File: src/dsp_pkg.sv
// Purpose: Shared constants and types of the descriptor prefetcher.
// Assumes: Single clock, standard 256-bit descriptors, no extended features.
// Notes: CSR offsets are word indexes on the 3-bit CSR address.
`default_nettype none

package dsp_pkg;

  ////////////////////////////////////////////////////////////////////////////
  // Widths
  localparam int ADDR_W = 32;
  localparam int DATA_W = 256;
  localparam int BE_W = DATA_W / 8;
  localparam int BURST_W = 1;
  localparam int CSR_AW = 3;
  localparam int CSR_DW = 32;
  localparam int POLL_W = 16;
  localparam int SRC_W = 128;

  ////////////////////////////////////////////////////////////////////////////
  // CSR word offsets
  localparam logic [CSR_AW-1:0] OFS_NEXT_PTR = 3'h0;
  localparam logic [CSR_AW-1:0] OFS_CONTROL = 3'h1;
  localparam logic [CSR_AW-1:0] OFS_POLL = 3'h2;
  localparam logic [CSR_AW-1:0] OFS_STATUS = 3'h3;

  // Control bit positions
  localparam int CTL_RUN = 0;
  localparam int CTL_POLL_EN = 1;
  localparam int CTL_SRST = 2;
  localparam int CTL_GIE = 3;
  // Status bit position
  localparam int STS_IRQ = 0;

  // Reset values and the fixed burst count
  localparam logic [ADDR_W-1:0] NEXT_PTR_RST = 32'h0000_0000;
  localparam logic [POLL_W-1:0] POLL_RST = 16'h0000;
  localparam logic [BURST_W-1:0] BURST_ONE = 1'h1;

  ////////////////////////////////////////////////////////////////////////////
  // Descriptor layout in one memory word
  localparam int D_RD_ADDR = 0;
  localparam int D_WR_ADDR = 32;
  localparam int D_LEN = 64;
  localparam int D_NEXT = 96;
  localparam int D_CTRL = 224;
  localparam int D_OWN = 254;

  // Word handed to the dispatcher
  typedef struct packed {
    logic [31:0] ctrl;
    logic [31:0] len;
    logic [31:0] wr_addr;
    logic [31:0] rd_addr;
  } dsp_src_t;

  // One CSR access
  typedef struct packed {
    logic [CSR_AW-1:0] addr;
    logic rd;
    logic wr;
    logic [CSR_DW-1:0] wdata;
  } dsp_csr_req_t;

endpackage : dsp_pkg

`default_nettype wire

File: src/dsp_poll_timer.sv
// Purpose: Poll interval countdown for the descriptor prefetcher.
// Assumes: start_i pulses in the cycle read data returns.
// Notes: An interval of zero expires one cycle after start.
`default_nettype none

module dsp_poll_timer (
  input wire logic clock_i,
  input wire logic rst_b_i,
  input wire logic start_i,
  input wire logic [dsp_pkg::POLL_W-1:0] interval_i,
  output logic done_o
);

  logic [dsp_pkg::POLL_W-1:0] cnt_reg;
  logic [dsp_pkg::POLL_W-1:0] cnt_next;
  logic armed_reg;
  logic armed_next;
  wire logic zero_w = (cnt_reg == dsp_pkg::POLL_RST);

  ////////////////////////////////////////////////////////////////////////////
  // Count from the data-return cycle; restart wins over expiry
  assign cnt_next = start_i ? interval_i : (zero_w ? cnt_reg : cnt_reg - 16'h0001); // RQ6
  assign armed_next = start_i | armed_reg;
  assign done_o = armed_reg & zero_w; // RQ21

  // Counter and armed flag
  always_ff @(posedge clock_i or negedge rst_b_i) begin
    if (!rst_b_i) begin
      cnt_reg <= dsp_pkg::POLL_RST;
      armed_reg <= 1'b0;
    end else begin
      cnt_reg <= cnt_next;
      armed_reg <= armed_next;
    end
  end

endmodule : dsp_poll_timer

`default_nettype wire

File: src/dsp_prefetcher.sv
// Purpose: Descriptor prefetcher: fetch, dispatch and write back linked descriptors.
// Assumes: Memory hosts and dispatcher run on clock_i; one descriptor per read beat.
// Notes: CSR slave has zero wait states and one cycle read latency.
//
// Functional notes
// RQ1 - Set-only fields: written one sets, written zero leaves the field alone.
// RQ2 - Polling off: run clears at list end or on an unowned descriptor.
// RQ3 - Polling on: run stays set and fetching continues past list end.
// RQ4 - Run also clears when the soft reset sequence finishes.
// RQ5 - Poll interval is bits 15:0, read-write, reset zero, upper bits zero.
// RQ6 - Poll interval counting starts when fetch read data returns.
// RQ7 - Interrupt status bit 0 sets on each interrupt event, resets to zero.
// RQ8 - Interrupt status clears on written one; written zero does nothing.
// RQ9 - Descriptor read address is 32 bits with extended features off.
// RQ10 - Descriptor read and write data paths have one fixed legal width.
// RQ11 - Burst count output sized by the configured maximum burst.
// RQ12 - Hold request and address during wait request; take data on valid.
// RQ13 - Write byte enable has one bit per data byte.
// RQ14 - CSR has zero wait states and returns read data one cycle later.
// RQ15 - CSR carries 32-bit data with a 3-bit word address.
// RQ16 - Descriptors stream out with valid/ready, zero ready latency.
// RQ17 - Polling on: reread ownership at the interval, resume when owned.
// RQ18 - Control bit 2 starts soft reset; hardware clears it when done.
// RQ19 - Global interrupt enable gates events before the status flag.
// RQ20 - Writing one to run starts descriptor fetching.
// RQ21 - Zero poll interval re-polls right after read data returns.
// RQ22 - Interrupt output follows the interrupt status flag.
`default_nettype none

module dsp_prefetcher (
  input wire logic clock_i,
  input wire logic rst_b_i,
  // CSR slave
  input wire logic [dsp_pkg::CSR_AW-1:0] csr_address_i,
  input wire logic csr_read_i,
  input wire logic csr_write_i,
  input wire logic [dsp_pkg::CSR_DW-1:0] csr_writedata_i,
  output logic [dsp_pkg::CSR_DW-1:0] csr_readdata_o,
  // Descriptor read host
  output logic [dsp_pkg::ADDR_W-1:0] rd_address_o,
  output logic rd_read_o,
  output logic [dsp_pkg::BURST_W-1:0] rd_burstcount_o,
  input wire logic [dsp_pkg::DATA_W-1:0] rd_readdata_i,
  input wire logic rd_waitrequest_i,
  input wire logic rd_readdatavalid_i,
  // Descriptor write-back host
  output logic [dsp_pkg::ADDR_W-1:0] wr_address_o,
  output logic wr_write_o,
  output logic [dsp_pkg::DATA_W-1:0] wr_writedata_o,
  output logic [dsp_pkg::BE_W-1:0] wr_byteenable_o,
  input wire logic wr_waitrequest_i,
  // Descriptor source to the dispatcher
  output logic src_valid_o,
  input wire logic src_ready_i,
  output dsp_pkg::dsp_src_t src_data_o,
  // Interrupt event from the response path, and interrupt line
  input wire logic irq_event_i,
  output logic irq_o
);

  typedef enum logic [2:0] {
    DSP_IDLE,
    DSP_RD_REQ,
    DSP_RD_WAIT,
    DSP_SEND,
    DSP_WR_REQ,
    DSP_POLL
  } dsp_state_t;

  ////////////////////////////////////////////////////////////////////////////
  // Declarations
  dsp_pkg::dsp_csr_req_t req_w;
  dsp_state_t state_reg;
  dsp_state_t state_next;
  logic [dsp_pkg::ADDR_W-1:0] ptr_reg;
  logic [dsp_pkg::ADDR_W-1:0] ptr_next;
  logic [dsp_pkg::ADDR_W-1:0] cur_reg;
  logic [dsp_pkg::ADDR_W-1:0] cur_next;
  logic [dsp_pkg::DATA_W-1:0] desc_reg;
  logic [dsp_pkg::DATA_W-1:0] desc_next;
  logic run_reg;
  logic run_next;
  logic poll_en_reg;
  logic poll_en_next;
  logic srst_reg;
  logic srst_next;
  logic gie_reg;
  logic gie_next;
  logic irq_reg;
  logic irq_next;
  logic [dsp_pkg::POLL_W-1:0] poll_reg;
  logic [dsp_pkg::POLL_W-1:0] poll_next;
  logic [dsp_pkg::CSR_DW-1:0] rdata_reg;
  logic [dsp_pkg::CSR_DW-1:0] rdata_next;
  logic hw_clr_run;
  logic srst_done;
  logic poll_done;

  // Field write helper used by every set-only bit
  function automatic logic w1s(input logic cur, input logic hit, input logic bitv);
    w1s = cur | (hit & bitv);
  endfunction : w1s

  ////////////////////////////////////////////////////////////////////////////
  // CSR decode; accesses never stall
  assign req_w = '{addr: csr_address_i, rd: csr_read_i, wr: csr_write_i,
                   wdata: csr_writedata_i}; // RQ15
  wire logic wr_ptr_w = req_w.wr & (req_w.addr == dsp_pkg::OFS_NEXT_PTR);
  wire logic wr_ctl_w = req_w.wr & (req_w.addr == dsp_pkg::OFS_CONTROL);
  wire logic wr_poll_w = req_w.wr & (req_w.addr == dsp_pkg::OFS_POLL);
  wire logic wr_sts_w = req_w.wr & (req_w.addr == dsp_pkg::OFS_STATUS);

  // Incoming descriptor fields
  wire logic own_w = rd_readdata_i[dsp_pkg::D_OWN];
  wire logic [dsp_pkg::ADDR_W-1:0] link_w = desc_reg[dsp_pkg::D_NEXT +: dsp_pkg::ADDR_W];
  wire logic data_in_w = (state_reg == DSP_RD_WAIT) & rd_readdatavalid_i; // RQ12
  wire logic rd_take_w = (state_reg == DSP_RD_REQ) & ~rd_waitrequest_i;
  wire logic wr_take_w = (state_reg == DSP_WR_REQ) & ~wr_waitrequest_i;
  wire logic src_take_w = src_valid_o & src_ready_i; // RQ16

  ////////////////////////////////////////////////////////////////////////////
  // Poll timer, armed by every descriptor read return
  dsp_poll_timer u_poll_timer (
    .clock_i(clock_i),
    .rst_b_i(rst_b_i),
    .start_i(data_in_w), // RQ6
    .interval_i(poll_reg),
    .done_o(poll_done)
  );

  ////////////////////////////////////////////////////////////////////////////
  // Fetch sequencer. Soft reset only ends where no bus request is open,
  // so an accepted read still gets its data before the engine stops.
  always_comb begin
    state_next = state_reg;
    hw_clr_run = 1'b0;
    srst_done = 1'b0;
    cur_next = cur_reg;
    ptr_next = ptr_reg;
    case (state_reg)
      DSP_IDLE: begin
        if (srst_reg) begin
          srst_done = 1'b1; // RQ18
        end else if (run_reg) begin
          cur_next = ptr_reg; // RQ20
          state_next = DSP_RD_REQ;
        end
      end
      DSP_RD_REQ: begin
        if (rd_take_w) begin
          state_next = DSP_RD_WAIT;
        end
      end
      DSP_RD_WAIT: begin
        if (data_in_w) begin
          if (srst_reg) begin
            state_next = DSP_IDLE;
          end else if (own_w) begin
            state_next = DSP_SEND;
          end else if (poll_en_reg) begin
            state_next = DSP_POLL; // RQ3
          end else begin
            hw_clr_run = 1'b1; // RQ2
            state_next = DSP_IDLE;
          end
        end
      end
      DSP_SEND: begin
        if (srst_reg) begin
          state_next = DSP_IDLE;
        end else if (src_take_w) begin
          state_next = DSP_WR_REQ;
        end
      end
      DSP_WR_REQ: begin
        if (wr_take_w) begin
          ptr_next = link_w;
          cur_next = link_w;
          if (srst_reg) begin
            state_next = DSP_IDLE;
          end else if (run_reg) begin
            state_next = DSP_RD_REQ;
          end else begin
            state_next = DSP_IDLE;
          end
        end
      end
      DSP_POLL: begin
        if (srst_reg) begin
          state_next = DSP_IDLE;
        end else if (poll_done) begin
          state_next = DSP_RD_REQ; // RQ17
        end
      end
      default: begin
        state_next = DSP_IDLE;
      end
    endcase
    if (wr_ptr_w) begin
      ptr_next = req_w.wdata;
    end
  end

  ////////////////////////////////////////////////////////////////////////////
  // Control and status next values; software sets beat hardware clears
  assign run_next = w1s(run_reg & ~hw_clr_run & ~srst_done, wr_ctl_w,
                        req_w.wdata[dsp_pkg::CTL_RUN]); // RQ1 RQ4 RQ20
  assign srst_next = w1s(srst_reg & ~srst_done, wr_ctl_w,
                         req_w.wdata[dsp_pkg::CTL_SRST]); // RQ1 RQ18
  assign poll_en_next = wr_ctl_w ? req_w.wdata[dsp_pkg::CTL_POLL_EN] : poll_en_reg;
  assign gie_next = wr_ctl_w ? req_w.wdata[dsp_pkg::CTL_GIE] : gie_reg;
  assign poll_next = wr_poll_w ? req_w.wdata[dsp_pkg::POLL_W-1:0] : poll_reg; // RQ5

  // Event gated before latching; a same-cycle event beats the clear
  assign irq_next = (irq_reg & ~(wr_sts_w & req_w.wdata[dsp_pkg::STS_IRQ]))
                    | (irq_event_i & gie_reg); // RQ7 RQ8 RQ19

  // Captured descriptor goes back to memory with ownership already dropped
  always_comb begin
    desc_next = desc_reg;
    if (data_in_w) begin
      desc_next = rd_readdata_i;
      desc_next[dsp_pkg::D_OWN] = 1'b0;
    end
  end

  ////////////////////////////////////////////////////////////////////////////
  // CSR read mux; unmapped words read zero
  wire logic [dsp_pkg::CSR_DW-1:0] ctl_w = {28'h000_0000, gie_reg, srst_reg,
                                            poll_en_reg, run_reg};
  assign rdata_next = !req_w.rd ? rdata_reg :
                      (req_w.addr == dsp_pkg::OFS_NEXT_PTR) ? ptr_reg :
                      (req_w.addr == dsp_pkg::OFS_CONTROL) ? ctl_w :
                      (req_w.addr == dsp_pkg::OFS_POLL) ? {16'h0000, poll_reg} : // RQ5
                      (req_w.addr == dsp_pkg::OFS_STATUS) ? {31'h0000_0000, irq_reg} :
                      32'h0000_0000;

  ////////////////////////////////////////////////////////////////////////////
  // Sequencer state
  always_ff @(posedge clock_i or negedge rst_b_i) begin
    if (!rst_b_i) begin
      state_reg <= DSP_IDLE;
      cur_reg <= dsp_pkg::NEXT_PTR_RST;
      ptr_reg <= dsp_pkg::NEXT_PTR_RST;
      desc_reg <= '0;
    end else begin
      state_reg <= state_next;
      cur_reg <= cur_next;
      ptr_reg <= ptr_next;
      desc_reg <= desc_next;
    end
  end

  // Control bits
  always_ff @(posedge clock_i or negedge rst_b_i) begin
    if (!rst_b_i) begin
      run_reg <= 1'b0;
      poll_en_reg <= 1'b0;
      srst_reg <= 1'b0;
      gie_reg <= 1'b0;
    end else begin
      run_reg <= run_next;
      poll_en_reg <= poll_en_next;
      srst_reg <= srst_next;
      gie_reg <= gie_next;
    end
  end

  // Interval, interrupt status and read data (one cycle latency)
  always_ff @(posedge clock_i or negedge rst_b_i) begin
    if (!rst_b_i) begin
      poll_reg <= dsp_pkg::POLL_RST;
      irq_reg <= 1'b0;
      rdata_reg <= 32'h0000_0000;
    end else begin
      poll_reg <= poll_next;
      irq_reg <= irq_next;
      rdata_reg <= rdata_next; // RQ14
    end
  end

  ////////////////////////////////////////////////////////////////////////////
  // Outputs; addresses stay put while a request is stalled
  assign csr_readdata_o = rdata_reg;
  assign rd_address_o = cur_reg; // RQ9 RQ12
  assign rd_read_o = (state_reg == DSP_RD_REQ); // RQ12
  assign rd_burstcount_o = dsp_pkg::BURST_ONE; // RQ11
  assign wr_address_o = cur_reg; // RQ12
  assign wr_write_o = (state_reg == DSP_WR_REQ);
  assign wr_writedata_o = desc_reg; // RQ10
  assign wr_byteenable_o = {dsp_pkg::BE_W{1'b1}}; // RQ13
  assign src_valid_o = (state_reg == DSP_SEND) & ~srst_reg; // RQ16
  assign src_data_o = '{ctrl: desc_reg[dsp_pkg::D_CTRL +: 32],
                        len: desc_reg[dsp_pkg::D_LEN +: 32],
                        wr_addr: desc_reg[dsp_pkg::D_WR_ADDR +: 32],
                        rd_addr: desc_reg[dsp_pkg::D_RD_ADDR +: 32]};
  assign irq_o = irq_reg; // RQ22

endmodule : dsp_prefetcher

`default_nettype wire

File: config.mk
export PLATFORM = sky130hd
export DESIGN_NAME = dsp_prefetcher
export DESIGN_NICKNAME = d
export VERILOG_FILES = /design/src/dsp_pkg.sv /design/src/dsp_poll_timer.sv /design/src/dsp_prefetcher.sv
export SDC_FILE = /design/constraint.sdc
export NUM_CORES = 1
export LEC_CHECK = 0
export ABC_AREA = 1
export BUFFER_PORTS_ARGS = -buffer_cell sky130_fd_sc_hd__buf_4
export CORE_AREA = 4 4 318 320
export DETAILED_ROUTE_END_ITERATION = 7
export DIE_AREA = 0 0 322 324
export PLACE_DENSITY = 0.39
export SETUP_SLACK_MARGIN = 0.1
export SYNTH_ARGS = -nofsm -noshare
export SYNTH_HDL_FRONTEND = slang
export SYNTH_SLANG_ARGS = --single-unit
File: constraint.sdc
create_clock -name clock_i -period 1.95 [get_ports clock_i]
set_clock_uncertainty 0.05 [all_clocks]
set_input_delay 0.195 -clock clock_i [delete_from_list [all_inputs] [get_ports clock_i]]
set_output_delay 0.195 -clock clock_i [all_outputs]
set_load 0.02 [all_outputs]
# Word-level counts from Yosys, hierarchy flattened
# Index checks and enable logic that the tools add are counted.
word_totals:
  regBits: 392
  out_inout_bits: 517
  input_bits: 300
  wordCells: 101
classes:
  n_mux: 34
  n_bitwise: 28
  n_reduce_logical: 9
  n_eq_ne: 16
  n_addsub: 1
op_table:
  columns: ["op", "n"]
  rows:
  - ["32-bit 2-to-1 mux", 6]
  - ["16-bit 2-to-1 mux", 4]
  - ["32-bit one-hot mux with 2 select lines", 1]
  - ["3-bit 2-to-1 mux", 12]
  - ["1-bit bitwise AND", 18]
  - ["3-bit one-hot mux with 6 select lines", 1]
  - ["16-bit logical NOT", 1]
  - ["16-bit by 1-bit subtractor with 16-bit output, second input constant", 1]
  - ["3-bit by 2-bit == test with 1-bit output, second input constant", 4]
  - ["1-bit 2-to-1 mux", 10]
  - ["2-bit by 1-bit inequality test with 1-bit output, second input constant", 4]
  - ["7-bit AND reduction", 1]
  - ["3-bit by 1-bit == test with 1-bit output, second input constant", 2]
  - ["3-bit == test, second input constant", 2]
  - ["3-bit logical NOT", 2]
  - ["3-bit inequality test, second input constant", 2]
  - ["1-bit NOT", 6]
  - ["2-bit nonzero test", 3]
  - ["2-bit inequality test, second input constant", 2]
  - ["1-bit bitwise OR", 4]
  - ["4-bit AND reduction", 1]
  - ["2-bit AND reduction", 1]

# Depth between registers and ports, before layout
# Gate-level depths: netlist of the first run.
depth:
  word_depth: 9
  ltp_mapped: 11
  depth_no_buf: 11

# Cells and area by module
# A second synthesis of the first run with hierarchy kept.
hier_totals:
  cells_unflattened: 2120
  hier_area_um2: 17812.1
modules_own_cells:
  columns: ["mod", "cells_each", "area_each_um2", "n_inst", "seq_area_each_um2"]
  rows:
  - ["dsp_prefetcher", 1950, 16610.9, 1, 9384.0]
  - ["dsp_poll_timer", 170, 1201.2, 1, 425.4]

# Least setup slack after synthesis of the first run
# Ideal clock, no wire load.
synth_path:
  kind: "register -> register"
  start: "register state_reg[0]"
  end: "register ptr_reg[3] (netlist bit)"
  arrival_ns: 1.405
  setup_slack_ns: 0.357
  stages_incl_launch_ff: 10
  synth_period_minus_slack_ns: 1.593
  path_buffers: 1
  setup_time_ns: 0.138
  t_required_ns: 1.762
  cell_sequence: "dfrtp_1 > nor2_4 > inv_2 > nor2_8 > nand2_2 > nand2_2 > inv_2 > buf_2 > nand2_1 > o221ai_1"
synth_via:
  elab_chain_len: 4
  word_cells_on_any_way: 5
  cone_classes: "eq/ne (1); bitwise (1); reduce/logical (3)"
synth_lines:
  columns: ["element", "line", "text"]
  rows:
  - ["from (decl)", "dsp_prefetcher.sv:73", "dsp_state_t state_reg;"]
  - ["from (signal assigned)", "dsp_prefetcher.sv:247", "state_reg <= state_next;"]
  - ["3-bit == test *", null, null]
  - ["via wr_write_o", "dsp_prefetcher.sv:48", "output logic wr_write_o,"]
  - ["1-bit bitwise AND", "dsp_prefetcher.sv:118", "wire logic wr_take_w = (state_reg == DSP_WR_REQ) & ~wr_waitrequest_i;"]
  - ["2-bit nonzero test (no source line)", null, null]
  - ["2-bit AND reduction (no source line) *", null, null]
  - ["to (signal assigned)", "dsp_prefetcher.sv:244", "ptr_reg <= dsp_pkg::NEXT_PTR_RST;"]
  - ["to (signal assigned)", "dsp_prefetcher.sv:249", "ptr_reg <= ptr_next;"]
  - ["to (decl)", "dsp_prefetcher.sv:75", "logic [dsp_pkg::ADDR_W-1:0] ptr_reg;"]
# The timed path passes the listed nets; every way through them passes the cells marked *.
# A chain may end at the register's enable or synchronous reset.

# Worst setup path in the final report of the first run
layout_path:
  start: "register state_reg[0]"
  end: "output port wr_write_o"
layout_via:
  elab_chain_len: 1
layout_lines:
  columns: ["element", "line", "text"]
  rows:
  - ["3-bit == test", "dsp_prefetcher.sv:289", "assign wr_write_o = (state_reg == DSP_WR_REQ);"]
  - ["to (decl)", "dsp_prefetcher.sv:48", null]
# Every way passes these cells.

==> results of run 1 <==
-- cell usage after synthesis (all sizes together) --
cell | instances | area share (%)
clkbuf | 27 | 0.57
a31oi | 13 | 0.46
and2 | 1 | 0.035
buf | 264 | 11
dfrtp | 392 | 55
xnor2 | 7 | 0.34
nand2 | 983 | 21
nand3b | 1 | 0.042
o21bai | 1 | 0.042
o21ai | 185 | 5.2
conb | 2 | 0.042
ha | 2 | 0.14
or2 | 1 | 0.035
nor2 | 70 | 1.6
xor2 | 4 | 0.20
nor3 | 2 | 0.12
o221ai | 5 | 0.25
o31ai | 3 | 0.13
nand3 | 38 | 1.1
nand4 | 3 | 0.11
a21o | 1 | 0.042
inv | 113 | 2.4
a21oi | 6 | 0.17
-- final cells by class --
type / count / area share, %
Sequential cell: 392 / 33.6
Timing Repair Buffer: 1166 / 34.4
Clock buffer: 77 / 5.18
Tap cell: 1287 / 5.51
Multi-Input combinational cell: 1361 / 19.3
Clock inverter: 11 / 0.475
Antenna cell: 6 / 0.0514
Inverter: 113 / 1.52
-- cells by family after synthesis --
group | after synthesis | synth area share [%]
and+or+nand+nor | 1099 | 23.7
other | 2 | 0.0421
adders and majority gates | 2 | 0.140
DFF | 392 | 55.0
xor gates and xnor gates | 11 | 0.540
buffers and inverters | 404 | 14.3
AOI/OAI and AO/OA | 214 | 6.29
-- timing repair --
item | CTS | global route
endpoints found under the hold margin | 703 | 0
pin swaps | 4 | 4
setup endpoints to repair | 17 | 249
hold buffers | 300 | 0
buffers inserted | 10 | 5
gates cloned | 1 | 9
gates resized for setup | 11 | 29
-- stage by stage --
step | hold slack, ns | util [%]
2_1_floorplan | -0.151 | -
3_3_place_gp | 0.0594 | 24.5
3_5_place_dp | 0.0603 | 24.5
4_1_cts | 0.0124 | 29.5
5_1_grt | 0.0328 | 29.8
6_report | 0.0483 | 29.8
-- final timing paths --
| check | slack (ns) | cells past startpoint | to |
|---|---|---|---|
| hold / removal | 0.05 | 4 | csr_readdata_o[23] |
| max in group asynchronous | 0.31 | 3 | rd_address_o[26] |
| hold reg to reg | 0.42 | 1 | u_poll_timer.armed_reg |
| setup / recovery | 0.12 | 5 | wr_write_o |
| setup reg to reg | 0.17 | 8 | rd_address_o[0] |
| min in group asynchronous | 0.24 | 3 | wr_writedata_o[203] |
-- metal layers --
metal	GRT usage, %	part of all wire [%]	vias up
met5	0	0.042	-
met4	4.67	3.0	6
met3	4.40	6.9	110
met2	26.5	49	553
met1	18.7	41	8109
li1	-	-	8253
-- critical path, stage by stage, from the launching register on --
cell and delay [ns]:
dfrtp_2 0.44, nor2_4 0.16, inv_4 0.07, nor2_8 0.08, buf_6 0.12, buf_6 0.11
-- power groups by stage --
stage / Sequential [mW] / Combinational, mW / Clock [mW]
2_1_floorplan: 17.0 / 9.33 / 0
3_3_place_gp: 14.7 / 21.1 / 0
3_5_place_dp: 14.8 / 21.0 / 0
4_1_cts: 14.7 / 21.9 / 9.79
5_1_grt: 15.1 / 23.8 / 10.1
6_report: 14.6 / 22.1 / 9.40
==> results.json, run 1 <==
{
  "outcome": "finished clean",
  "setup_viol": 0,
  "h-tree-depth": 2,
  "ys_ff_latch": 392,
  "end_kind": "output port",
  "die_h_microns": 324,
  "relSlewSlack_pct": 42.7,
  "cap_violations": 0,
  "drive_above_1_share_pct": 30.9,
  "layout_setup_ws_ns": 0.118,
  "grt_max_degree": 95,
  "dp_hpwl_mm": 63.7,
  "grt_overflow_total": 0,
  "cts_tree": "done",
  "area_delta_synth_final_pct": 63.8,
  "crit_fanout": 5,
  "first_pass_iters": 5,
  "drtIter0Drc": 943,
  "switching_power_mw": 20.3,
  "num_vias": 17031,
  "viasPerCell": 3.86,
  "clk_path_buf_depth": 3,
  "cts.clk_slew.worst_paths_ns": 0.06,
  "critical_path_class": "reg -> out",
  "seq_power_share_pct": 31.7,
  "die_w_microns": 322,
  "numCtsBuffers": 50,
  "io-pin-count": 817,
  "final_cell_area_sq_mm": 0.0292,
  "place_ws_ns": 0.0764,
  "wl_mm": 87.4,
  "final_common_cell": "nand2_1",
  "place_congestion": 0.832,
  "grt_use_total_pct": 15.4,
  "swShare_pct": 44.0,
  "syn_area_per_cell_sq_um": 8.40,
  "final_nets": 3386,
  "ys_types": 33,
  "cts-root-buf": "clkbuf_16",
  "hp-class": "in -> reg",
  "irDropWorstVdd_v": 0.000698,
  "final_cell_mix": "978 x nand2_1, 822 x buf_4, 391 x dfrtp_1",
  "largest_reg_flops": 255,
  "start_util_pct": 18.2,
  "die-area_sq_mm": 0.104,
  "seq_area_sq_mm": 0.00981,
  "clock_latency_ns": 0.60,
  "power_density_mw_per_mm2": 1580,
  "placed_area_sq_mm": 0.0241,
  "max_freq_mhz": 546,
  "yosysSeqAreaShare_pct": 55.0,
  "leakage_nw": 15.2,
  "cp-start-kind": "flop",
  "grt_pass1_wl_mm": 120,
  "period_share_pct": 94.0,
  "postSynthCellCount": 2124,
  "rr_startpoint": "state_reg[2]",
  "yosys_warnings": 0,
  "antenna_left": 0,
  "fp.coreArea_sq_mm": 0.0981,
  "antenna_found_initial": 11,
  "power_frac_comb_pct": 47.9,
  "routedWlPerCell_microns": 19.8,
  "tightest_slew_ns": 0.857,
  "cp_data_arrival_time_ns": 1.59,
  "syn_area_sq_mm": 0.0178,
  "period_minus_slack_ns": 1.83,
  "rsz0062_at_grt": "true",
  "std_cell_rows": 115,
  "route.detailed.drc": 0,
  "port_buffers": 781,
  "dp.cells": 3995,
  "slew_violations": 0,
  "multi_input_area_sq_mm": 0.00563,
  "cp.required_ns": 1.70,
  "internal-power_mw": 25.8,
  "hp-start": "csr_read_i",
  "power.total_mw": 46.1,
  "fillers": 10569,
  "grt_pass1_vias": 17167,
  "critPathLaunch": "state_reg[0]",
  "clkPwrFrac_pct": 20.4,
  "cts_sinks": 392,
  "final_cells": 4413,
  "fin_setup_tns_ns": 0,
  "hold_viol": 0
}
Note: power is estimated with default switching activity, not from simulation.
==> run 2: changes to the inputs <==
- ABC_AREA: 1 -> not set
- CORE_AREA: 4 4 318 320 -> 2 2 322 324
- DIE_AREA: 0 0 322 324 -> 0 0 324 326
- PLACE_DENSITY: 0.39 -> 0.38
- SLEW_MARGIN: not set -> 20
==> results.json, run 2 <==
{
  "grt_overflow_total": 0,
  "rr_startpoint": "state_reg[1]",
  "area_delta_synth_final_pct": 67.1,
  "period_share_pct": 97.4,
  "cp.required_ns": 1.70,
  "synth_top_area_cell": "dfrtp_1",
  "cp-start-kind": "flop",
  "slew_violations": 0,
  "grt_pass1_wl_mm": 105,
  "max_freq_mhz": 527,
  "power_density_mw_per_mm2": 1580,
  "synthArstFlopShare_pct": 100,
  "final_cell_area_sq_mm": 0.0292,
  "clkPwrFrac_pct": 21.0,
  "grt_max_degree": 68,
  "synth_edf_count": 0,
  "die_w_microns": 324,
  "switching_power_mw": 19.6,
  "cts-root-buf": "clkbuf_16",
  "synth_commonest_cells": "848 x nand2_1, 392 x dfrtp_1, 196 x buf_4, 74 x o21ai_1",
  "h-tree-depth": 2,
  "cap_violations": 0,
  "final_cell_mix": "848 x nand2_1, 845 x buf_4, 389 x dfrtp_1",
  "synth_ff_type": "dfrtp_1",
  "yosys_warnings": 0,
  "ys_types": 57,
  "place_congestion": 0.770,
  "std_cell_rows": 118,
  "cp_data_arrival_time_ns": 1.65,
  "placed_area_sq_mm": 0.0242,
  "outcome": "finished clean",
  "hold_viol": 0,
  "end_kind": "output port",
  "port_buffers": 781,
  "grt_use_total_pct": 13.1,
  "num_vias": 16036,
  "grt_pass1_vias": 16430,
  "dp_hpwl_mm": 53.6,
  "fillers": 11047,
  "synth.top_cells.by_area": "dfrtp_1 56%, nand2_1 18%, buf_4 8.4%",
  "internal-power_mw": 26.6,
  "io-pin-count": 817,
  "route.detailed.drc": 0,
  "period_minus_slack_ns": 1.90,
  "yosysSeqAreaShare_pct": 56.1,
  "critPathLaunch": "state_reg[0]",
  "routedWlPerCell_microns": 16.9,
  "setup_viol": 0,
  "syn_area_per_cell_sq_um": 9.12,
  "drtIter0Drc": 825,
  "critPathSlowestCell": "dfrtp_2",
  "leakage_nw": 14.7,
  "ys_ff_latch": 392,
  "cpPeakStageDelay_ns": 0.47,
  "wl_mm": 72.8,
  "power.total_mw": 46.2,
  "final_common_cell": "nand2_1",
  "start_util_pct": 17.1,
  "path_buf_inv": 2,
  "first_pass_iters": 5,
  "power_frac_comb_pct": 46.4,
  "antenna_left": 0,
  "postSynthCellCount": 1919,
  "critical_path_class": "reg -> out",
  "cts.clk_slew.worst_paths_ns": 0.06,
  "worstPathCellList": "nor3b_4 -> buf_12 -> buf_8",
  "crit_family": "flip-flops",
  "numCtsBuffers": 50,
  "clk_path_buf_depth": 3,
  "fp.coreArea_sq_mm": 0.103,
  "crit_fanout": 6,
  "swShare_pct": 42.5,
  "syn_area_sq_mm": 0.0175,
  "layout_setup_ws_ns": 0.0508,
  "antenna_found_initial": 4,
  "rsz0062_at_grt": "true",
  "die-area_sq_mm": 0.106,
  "final_nets": 3185,
  "hp-class": "in -> async",
  "seq_power_share_pct": 32.6,
  "yosysMostFrequentCell": "nand2_1",
  "cts_tree": "done",
  "drive_above_1_share_pct": 34.0,
  "viasPerCell": 3.72,
  "cts_sinks": 392,
  "synth_top_area_share_pct": 56.1,
  "irDropWorstVdd_v": 0.000865,
  "largest_reg_flops": 255,
  "die_h_microns": 326,
  "place_ws_ns": -0.169,
  "clock_latency_ns": 0.62
}
==> run 2: timing repair <==
| action | 4_1_cts | 5_1_grt |
|---|---|---|
| hold endpoints to repair | 712 | 0 |
| setup endpoints to repair | 21 | 62 |
| buffers inserted | 13 | 4 |
| pin swaps | 4 | 15 |
| hold buffers | 297 | 0 |
| gates resized for setup | 20 | 12 |
| gates cloned | 0 | 4 |
==> run 2: logic make-up after synthesis <==
family / Yosys count / share of synthesized area (%)
buf+inv: 325 / 11.5
simple gates: 952 / 21.6
xor+xnor: 5 / 0.250
other cells: 2 / 0.0429
flops: 392 / 56.1
compound gates: 151 / 4.98
mux: 90 / 5.38
fa+ha+maj: 2 / 0.143
==> run 2: per-stage QoR <==
step | hold slack (ns) | TNS, ns | instances | util, %
floorplan | -0.151 | 0 | 1952 | -
global placement | 0.118 | -0.230 | 3893 | 23.6
detailed placement | 0.113 | -0.288 | 3893 | 23.6
CTS | 0.00467 | -0.0111 | 4295 | 28.3
global route | 0.0242 | -0.0522 | 4304 | 28.5
finish | 0.0348 | 0 | 4305 | 28.5
==> run 2: final timing paths <==
kind | endpoint | slack (ns) | cells after the start
worst min-delay path | rd_address_o[25] | 0.03 | 2
worst max-delay path | wr_write_o | 0.05 | 3
worst min register to register | u_poll_timer.armed_reg | 0.41 | 2
min in group clock_i | state_reg[1] | 0.09 | 4
max in group asynchronous | ptr_reg[11] | 1.04 | 3
worst max register to register | state_reg[0] | 0.07 | 5
==> run 2: power groups by stage <==
stage               combinational, mW  sequential (mW)  clock, mW
floorplan                        9.37             17.3          0
global placement                 20.6             15.2          0
detailed placement               20.6             15.2          0
CTS                              21.5             15.1       10.1
global route                     23.1             15.5       10.4
finish                           21.4             15.0       9.71
==> run 2: worst register-to-register path, stage by stage (launching register included) <==
cell	delay, ns
dfrtp_2	0.44
buf_4	0.18
or3b_4	0.38
a22o_1	0.22
o21a_1	0.20
mux2_4	0.29
==> run 2: per-layer routing <==
metal  up-vias  track usage, %  wire (microns)
met2       504            22.4           35800
met1      7638            16.3           30900
li1       7801               -               -
met5         -               0              26
met4         4            3.69            1680
met3        89            3.12            4360
==> run 2: final cells by class <==
cell class / count / area, sq um / area share, %
clock inverter: 19 / 228 / 0.779
multi-input combinational: 1235 / 5930 / 20.3
clock buffer: 73 / 1500 / 5.12
sequential: 392 / 9810 / 33.6
inverter: 30 / 113 / 0.385
tap: 1380 / 1730 / 5.91
antenna: 2 / 5.00 / 0.0171
timing repair buffer: 1174 / 9930 / 34.0
